$ cat config.mk
export PLATFORM = sky130hd
export DESIGN_NAME = pmc_power_mode
export DESIGN_NICKNAME = d
export VERILOG_FILES = /design/src/rtl/pmc_pkg.sv /design/src/rtl/pmc_power_mode.sv
export SDC_FILE = /design/constraint.sdc
export NUM_CORES = 1
export LEC_CHECK = 0
export ABC_AREA = 1
export ABC_CLOCK_PERIOD_IN_PS = 1450
export BUFFER_PORTS_ARGS = -buffer_cell sky130_fd_sc_hd__buf_4
export CAP_MARGIN = 25
export CORE_MARGIN = 2
export CORE_UTILIZATION = 46
export CTS_BUF_LIST = sky130_fd_sc_hd__clkbuf_16
export DETAILED_ROUTE_END_ITERATION = 6
export PLACE_DENSITY = 0.85
export SLEW_MARGIN = 25
export SYNTH_ARGS = -nofsm -noshare
export SYNTH_HDL_FRONTEND = slang
export SYNTH_SLANG_ARGS = --single-unit
$ cat constraint.sdc
create_clock -name clk -period 1.45 [get_ports clk]
set_clock_uncertainty 0.15 [all_clocks]
set_input_delay 0.0725 -clock clk [delete_from_list [all_inputs] [get_ports clk]]
set_output_delay 0.0725 -clock clk [all_outputs]
set_load 0.005 [all_outputs]
$ cat src/rtl/pmc_pkg.sv
// package: constants, register map and types for the module power-mode controller
package pmc_pkg;
    // wishbone register word offsets (byte addresses)
    localparam logic [7:0] CTRL_OFF = 8'h00;
    localparam logic [7:0] STAT_OFF = 8'h04;
    localparam logic [7:0] CLASS_OFF = 8'h08;
    localparam logic [7:0] MAXPWR_OFF = 8'h0C;
    // control register field positions
    localparam int FORCE_BIT = 0;
    localparam int TXEN_BIT = 1;
    localparam int FUNC_LSB = 8;
    // status register field positions
    localparam int ST_HIGH_BIT = 0;
    localparam int ST_TXON_BIT = 1;
    localparam int ST_RST_BIT = 2;
    localparam int ST_LPW_BIT = 3;
    localparam int ST_FORCE_BIT = 4;
    localparam int ST_STATE_LSB = 8;
    // widths
    localparam int CLASS_W = 3;
    localparam int FUNC_W = 8;
    localparam int MAXPWR_W = 16;
    // power classes: code 0 is the lowest class, code 7 the highest
    localparam logic [2:0] CLASS_LOWEST = 3'h0;
    localparam logic [2:0] CLASS_HIGHEST = 3'h7;
    localparam int NUM_CLASSES = 8;
    // mode change deadline
    localparam int HPLP_US = 200;
    localparam int CLK_MHZ = 50;
    localparam int HPLP_CYCLES = HPLP_US * CLK_MHZ;
    // shutdown settle count, well under the deadline
    localparam int SETTLE_CYCLES = 16;
    localparam logic [31:0] ZERO_WORD = 32'h0000_0000;
    // mode states, gray along low -> ramp -> high -> fall -> low
    typedef enum logic [1:0] {
        PMC_LOW = 2'b00,
        PMC_RAMP = 2'b01,
        PMC_HIGH = 2'b11,
        PMC_FALL = 2'b10
    } pmc_state_type;
endpackage : pmc_pkg

$ cat src/rtl/pmc_power_mode.sv
// module power-mode controller with wishbone register access
// Notes on behaviour
// reset, low-power or force bit mean low power
// transmitters disabled whenever in low power
// high power only when all three clear
// high to low completes within 200 us
// low power keeps functions to lowest class
// advertised class readable at any time
// high power functions capped by advertised class
// highest class reports its maximum power value
// host breaker gating on presence is host side
// force bit returns to default on reset
// reset input overrides every other control
// two-stage synchronise reset and low-power inputs
//
// The placing of the registers and register access over Wishbone were left to the implementer.
`timescale 1ns/100ps
module pmc_power_mode #(
    parameter logic [2:0] ADV_CLASS = 3'h7, // advertised class code
    parameter logic [15:0] MAX_POWER = 16'h00C8, // maximum power, tenths of a watt
    parameter logic FORCE_DEFAULT = 1'b0, // preprogrammed force bit
    parameter int SETTLE = pmc_pkg::SETTLE_CYCLES // cycles to complete shutdown
) (
    // clock and reset
    input wire logic clk,
    input wire logic rst_n,
    input wire logic clkEn,
    // host sideband, active low
    input wire logic moduleResetIn_n,
    input wire logic moduleLowpowerIn_n,
    // wishbone slave
    input wire logic wb_cyc_i,
    input wire logic wb_stb_i,
    input wire logic wb_we_i,
    input wire logic [7:0] wb_adr_i,
    input wire logic [3:0] wb_sel_i,
    input wire logic [31:0] wb_dat_i,
    output logic [31:0] wb_dat_o,
    output logic wb_ack_o,
    // power and transmitter controls
    output logic highPower,
    output logic txEnable,
    output logic inReset,
    output logic [pmc_pkg::FUNC_W-1:0] funcEnable,
    output logic [pmc_pkg::CLASS_W-1:0] activeClass
);
    import pmc_pkg::*;

    ////////////////////////////////////////////////////////////////////////
    // class budget: highest class a function mask may reach
    function automatic logic [CLASS_W-1:0] maskClass(input logic [FUNC_W-1:0] m);
        logic [CLASS_W-1:0] c;
        c = CLASS_LOWEST;
        for (int i = 0; i < FUNC_W; i++) begin
            if (m[i]) begin
                c = CLASS_W'(i);
            end
        end
        return c;
    endfunction : maskClass

    ////////////////////////////////////////////////////////////////////////
    // synchronisers
    logic [1:0] rstSync_reg; // stage 0 feeds stage 1 only
    logic [1:0] rstSync_next;
    logic [1:0] lpwSync_reg;
    logic [1:0] lpwSync_next;
    logic rstAsserted; // synchronised reset request
    logic lpwAsserted; // synchronised low-power request

    // shift both inputs two stages
    always_comb begin
        rstSync_next = {rstSync_reg[0], moduleResetIn_n};
        lpwSync_next = {lpwSync_reg[0], moduleLowpowerIn_n};
    end

    // reset as asserted: low power from the start
    always_ff @(posedge clk or negedge rst_n) begin
        if (!rst_n) begin
            rstSync_reg <= 2'h0;
            lpwSync_reg <= 2'h0;
        end else if (clkEn) begin
            rstSync_reg <= rstSync_next;
            lpwSync_reg <= lpwSync_next;
        end
    end

    assign rstAsserted = !rstSync_reg[1];
    assign lpwAsserted = !lpwSync_reg[1];

    ////////////////////////////////////////////////////////////////////////
    // registers written by software
    logic force_reg; // force-low-power bit
    logic force_next;
    logic txSw_reg; // software transmitter enable
    logic txSw_next;
    logic [FUNC_W-1:0] func_reg; // requested functions
    logic [FUNC_W-1:0] func_next;
    logic [31:0] rdat_reg;
    logic [31:0] rdat_next;
    logic ack_reg;
    logic ack_next;
    logic busReq; // request in flight, not yet acked
    logic wrHit; // write takes effect this edge
    pmc_state_type state_reg;
    pmc_state_type state_next;

    assign busReq = wb_cyc_i && wb_stb_i && !ack_reg;
    assign wrHit = busReq && wb_we_i;

    // register writes, read mux and single-cycle ack
    always_comb begin
        force_next = force_reg;
        txSw_next = txSw_reg;
        func_next = func_reg;
        rdat_next = rdat_reg;
        ack_next = busReq;
        if (wrHit && wb_adr_i == CTRL_OFF) begin
            if (wb_sel_i[0]) begin
                force_next = wb_dat_i[FORCE_BIT];
                txSw_next = wb_dat_i[TXEN_BIT];
            end
            if (wb_sel_i[1]) begin
                func_next = wb_dat_i[FUNC_LSB +: FUNC_W];
            end
        end
        if (rstAsserted) begin
            force_next = FORCE_DEFAULT;
        end
        if (busReq && !wb_we_i) begin
            rdat_next = ZERO_WORD; // unmapped reads zero
            unique case (wb_adr_i)
                CTRL_OFF: begin
                    rdat_next[FORCE_BIT] = force_reg;
                    rdat_next[TXEN_BIT] = txSw_reg;
                    rdat_next[FUNC_LSB +: FUNC_W] = func_reg;
                end
                STAT_OFF: begin
                    rdat_next[ST_HIGH_BIT] = highPower;
                    rdat_next[ST_TXON_BIT] = txEnable;
                    rdat_next[ST_RST_BIT] = rstAsserted;
                    rdat_next[ST_LPW_BIT] = lpwAsserted;
                    rdat_next[ST_FORCE_BIT] = force_reg;
                    rdat_next[ST_STATE_LSB +: 2] = state_reg;
                end
                CLASS_OFF: begin
                    rdat_next[CLASS_W-1:0] = ADV_CLASS;
                end
                MAXPWR_OFF: begin
                    if (ADV_CLASS == CLASS_HIGHEST) begin
                        rdat_next[MAXPWR_W-1:0] = MAX_POWER;
                    end
                end
                default: begin
                    rdat_next = ZERO_WORD;
                end
            endcase
        end
    end

    // software register state
    always_ff @(posedge clk or negedge rst_n) begin
        if (!rst_n) begin
            force_reg <= FORCE_DEFAULT;
            txSw_reg <= 1'b1;
            func_reg <= '0;
            rdat_reg <= ZERO_WORD;
            ack_reg <= 1'b0;
        end else if (clkEn) begin
            force_reg <= force_next;
            txSw_reg <= txSw_next;
            func_reg <= func_next;
            rdat_reg <= rdat_next;
            ack_reg <= ack_next;
        end
    end

    ////////////////////////////////////////////////////////////////////////
    // power mode state machine
    logic goLow; // any low-power cause
    logic [15:0] settle_reg;
    logic [15:0] settle_next;
    logic highPower_reg;
    logic highPower_next;
    logic txEnable_reg;
    logic txEnable_next;
    logic inReset_reg;
    logic inReset_next;
    logic [FUNC_W-1:0] funcEn_reg;
    logic [FUNC_W-1:0] funcEn_next;
    logic [CLASS_W-1:0] actClass_reg;
    logic [CLASS_W-1:0] actClass_next;
    logic [FUNC_W-1:0] allowed; // functions fitting the advertised class

    assign goLow = rstAsserted || lpwAsserted || force_reg;

    // cap requested functions at advertised class
    always_comb begin
        allowed = '0;
        for (int i = 0; i < FUNC_W; i++) begin
            allowed[i] = func_reg[i] && (CLASS_W'(i) <= ADV_CLASS);
        end
    end

    // next state and outputs
    always_comb begin
        state_next = state_reg;
        settle_next = settle_reg;
        unique case (state_reg)
            PMC_LOW: begin
                if (!goLow) begin
                    state_next = PMC_RAMP;
                end
            end
            PMC_RAMP: begin
                state_next = goLow ? PMC_LOW : PMC_HIGH;
            end
            PMC_HIGH: begin
                if (goLow) begin
                    state_next = PMC_FALL;
                    settle_next = 16'(SETTLE);
                end
            end
            PMC_FALL: begin
                if (settle_reg <= 16'h0001) begin
                    state_next = PMC_LOW;
                end else begin
                    settle_next = settle_reg - 16'h0001;
                end
            end
        endcase
        highPower_next = (state_next == PMC_HIGH);
        inReset_next = rstAsserted;
        // transmitters and functions only in high power, dropped at once
        txEnable_next = highPower_next && !goLow && txSw_reg;
        funcEn_next = (highPower_next && !goLow) ? allowed : '0;
        actClass_next = (highPower_next && !goLow) ? maskClass(allowed) : CLASS_LOWEST;
    end

    // mode registers, low power at reset
    always_ff @(posedge clk or negedge rst_n) begin
        if (!rst_n) begin
            state_reg <= PMC_LOW;
            settle_reg <= 16'h0000;
            highPower_reg <= 1'b0;
            txEnable_reg <= 1'b0;
            inReset_reg <= 1'b1;
            funcEn_reg <= '0;
            actClass_reg <= CLASS_LOWEST;
        end else if (clkEn) begin
            state_reg <= state_next;
            settle_reg <= settle_next;
            highPower_reg <= highPower_next;
            txEnable_reg <= txEnable_next;
            inReset_reg <= inReset_next;
            funcEn_reg <= funcEn_next;
            actClass_reg <= actClass_next;
        end
    end

    assign highPower = highPower_reg;
    assign txEnable = txEnable_reg;
    assign inReset = inReset_reg;
    assign funcEnable = funcEn_reg;
    assign activeClass = actClass_reg;
    assign wb_dat_o = rdat_reg;
    assign wb_ack_o = ack_reg;
endmodule : pmc_power_mode

==> impl_metrics.py <==
metrics = {
    "status": {
        "outcome": "complete, but fails checks",
        "violations": "negative hold slack, negative setup slack",
    },
    "global_route": {
        "antenna_found_initial": 0,
        "grt_first_pass_wirelength_um": 13560,
        "grt_max_degree": 62,
        "grt_pass1_vias": 3007,
        "gr-usage-all-layers_pct": 22.91,
        "gr-total-overflow": 0,
    },
    "detailed_routing": {
        "antenna_left": 0,
        "drt-wirelength-per-cell_um": 14.47,
        "viasPerCell": 5.187,
        "vias": 3185,
        "wl_um": 8882,
        "drc": 0,
        "drt_iter0_markers": 231,
        "first_pass_iters": 5,
    },
    "floorplan": {
        "core_region_area_um2": 6756,
        "io-pin-count": 99,
        "fp-row-count": 30,
        "design.die.area_um2": 7593,
        "start_util_pct": 47.06,
        "die_h_um": 87.14,
        "die_w_um": 87.14,
    },
    "worst_hold_path": {
        "min_to": "wb_dat_o[7]",
        "min_path_type": "in -> reg",
        "hold_depth": 5,
        "hold_start": "wb_adr_i[0]",
    },
    "synthesis": {
        "ys_types": 34,
        "yosys_warnings": 0,
        "synth_mux_area_share_pct": 0,
        "postSynthCellCount": 401,
        "synth_fa_ha_area_share_pct": 0.7871,
        "synthSimpleGateAreaFrac_pct": 26.96,
        "synth_xor_area_share_pct": 1.102,
        "ys_ff_latch": 61,
        "synth_edf_count": 0,
        "synth_area_per_cell_um2": 7.928,
        "synth-compound-area-share_pct": 11.06,
        "yosys_most_used_dff": "dfrtp_1",
        "synth_top_family_by_area": "simple AND/OR/NAND/NOR gates",
        "synth_area_um2": 3179,
        "synthArstFlopShare_pct": 100.0,
        "yosysSeqAreaShare_pct": 48.09,
    },
    "placement": {
        "place_ws_ps": -119.0,
        "hpwl_um": 5361,
        "gp_congestion": 0.8974,
        "io_buffer_count": 57,
    },
    "worst_setup_path": {
        "path_cells": "inv_2, ha_4, o21ai_2, nor2_2, nand3_2, nand2_4, clkbuf_16, nand2_1, nand2_1",
        "start_kind": "flop",
        "worst-path-buf-inv": 2,
        "rr_worst_depth": 9,
        "path_delay_family": "simple AND/OR/NAND/NOR gates",
        "critPathKind": "reg -> reg",
        "arrival_ps": 1820,
        "crit_top_cell": "nand2_1",
        "cp_max_fo": 14,
        "r2r_slack_ps": -250,
        "worst-endpoint-required_ps": 1570,
        "r2r-start": "settle_reg[0]",
        "endpoint_kind": "flop",
        "cp_slowest_cell": "dfrtp_2",
        "reg2reg_to": "settle_reg[4]",
        "max_stage_delay_ps": 440,
    },
    "cells_and_area": {
        "largest_reg_flops": 16,
        "layout-drive-gt1-share_pct": 34.27,
        "area_growth_pct": 47.97,
        "antenna_cells": 0,
        "post-route-util_pct": 69.63,
        "layout.nets": 583,
    },
    "timing": {
        "slew_violations": 0,
        "setup_viol": 17,
        "min_period_ps": 1703,
        "worst_hold_slack_ps": -21.79,
        "fin_crit_sh_pct": 117.5,
        "maxClockFrequency_mhz": 587.1,
        "fin_tns_setup_ps": -3482,
        "rsz0062_at_grt": "yes",
        "hold_violations": 2,
        "worst_slack_ps": -253.2,
    },
    "clocking": {
        "h-tree-depth": 3,
        "clockBufferDepth": 2,
        "cts_tree": "yes",
        "cts.sinks": 61,
        "clkTransAtPathRegs_ps": 60,
        "clock_latency_ps": 330,
        "cts_root_buffer": "clkbuf_16",
        "numCtsBuffers": 9,
    },
    "power": {
        "power.density_nw_per_um2": 1653,
        "p_leak_nw": 2.427,
        "ir_worst_vdd_mv": 0.8940,
    },
    "flow_run": {
        "maxCapViolCount": 0,
    },
}
Yosys cell counts, types with 2 or more instances:
master | instances | area share [%]
nand2_1 | 124 | 15
dfrtp_1 | 59 | 46
inv_1 | 47 | 5.5
o21ai_0 | 39 | 6.1
nor2_1 | 31 | 3.7
nand3_1 | 29 | 4.6
buf_4 | 18 | 4.3
o21ai_2 | 9 | 2.5
clkbuf_1 | 4 | 0.47
a21oi_1 | 3 | 0.47
buf_6 | 3 | 1.1
nor2_4 | 3 | 1.1
a22o_1 | 2 | 0.55
buf_2 | 2 | 0.31
dfstp_2 | 2 | 1.7
ha_1 | 2 | 0.79
nand4_1 | 2 | 0.39
nor2_2 | 2 | 0.39
o211ai_1 | 2 | 0.47
o21bai_1 | 2 | 0.47
xnor2_1 | 2 | 0.55
xor2_1 | 2 | 0.55
metal layers:
metal / part of all wire (%) / routed length (um) / track usage [%] / up-vias
met5: 0 / 0 / 0 / -
met4: 2.3 / 201 / 7.133 / 0
met3: 5.9 / 521 / 4.739 / 22
met2: 54 / 4762 / 41.78 / 146
met1: 38 / 3397 / 26.89 / 1527
li1: - / - / - / 1490
per-stage QoR:
stage	std cells	power [mW]	instance area, um2
after floorplan	417	3.813	3252
after global placement	574	4.883	3964
after detailed placement	574	4.989	3964
after CTS	610	7.358	4508
after global routing	614	8.224	4705
final	614	7.775	4705
worst max path at each step:
stage | from | endpoint | slack (ps) | depth (start not counted)
final | settle_reg[0] | settle_reg[4] | -250 | 9
after global routing | settle_reg[0] | settle_reg[4] | -290 | 9
after CTS | settle_reg[1] | settle_reg[8] | -130 | 9
after detailed placement | settle_reg[0] | settle_reg[10] | -120 | 8
after global placement | wb_ack_o | allowed[5] | -80 | 6
after floorplan | settle_reg[0] | settle_reg[15] | -40 | 10
where the power goes:
part           switching (mW)  internal, mW  total [mW]
clock                   0.804          1.49        2.30
sequential              0.174          1.92        2.10
combinational            1.88          1.50        3.38
layout by cell type, fill, tap and decap left out, types with 5 or more instances in the layout:
master,count
dfrtp_1,58
inv_2,8
o21ai_1,18
o21ai_2,19
nand2_1,118
conb_1,17
o21ai_0,11
dlygate4sd3_1,18
nor2_2,9
buf_4,100
buf_6,5
nor2_1,23
inv_1,40
clkbuf_16,11
nand3_1,28
worst register-to-register path, delay by kind of cell (launching register included):
family                   cells  cell delay, ps
AND/OR/NAND/NOR              5             570
flip-flops                   1             440
buffers and inverters        2             280
adder cells (fa/ha/maj)      1             140
AO/OA/AOI/OAI                1              60
final cells by class:
cell class | count | area (um2)
inverters | 49 | 183.9
repair buffers | 128 | 1097
fillers | 459 | 2052
flip-flops and latches | 61 | 1530
multi-input cells | 280 | 1478
well taps | 80 | 100.1
clock inverters | 7 | 90.09
clock buffers | 9 | 225.2
what timing repair did:
| item | CTS | global route |
|---|---|---|
| pin swaps | 3 | 7 |
| buffers inserted | 2 | 1 |
| resized for setup | 8 | 59 |
| cloned | 0 | 3 |
| hold endpoints to repair | 78 | 0 |
| endpoints found under the setup margin | 34 | 37 |
| hold buffers | 18 | 0 |
cell families after synthesis:
logic type,count (synthesis)
AND/OR/NAND/NOR,198
buffers and inverters,76
flip-flops,61
AO/OA/AOI/OAI,59
XOR/XNOR,4
adder cells (fa/ha/maj),2
other,1
No activity file was read; power rests on OpenSTA's default activity.
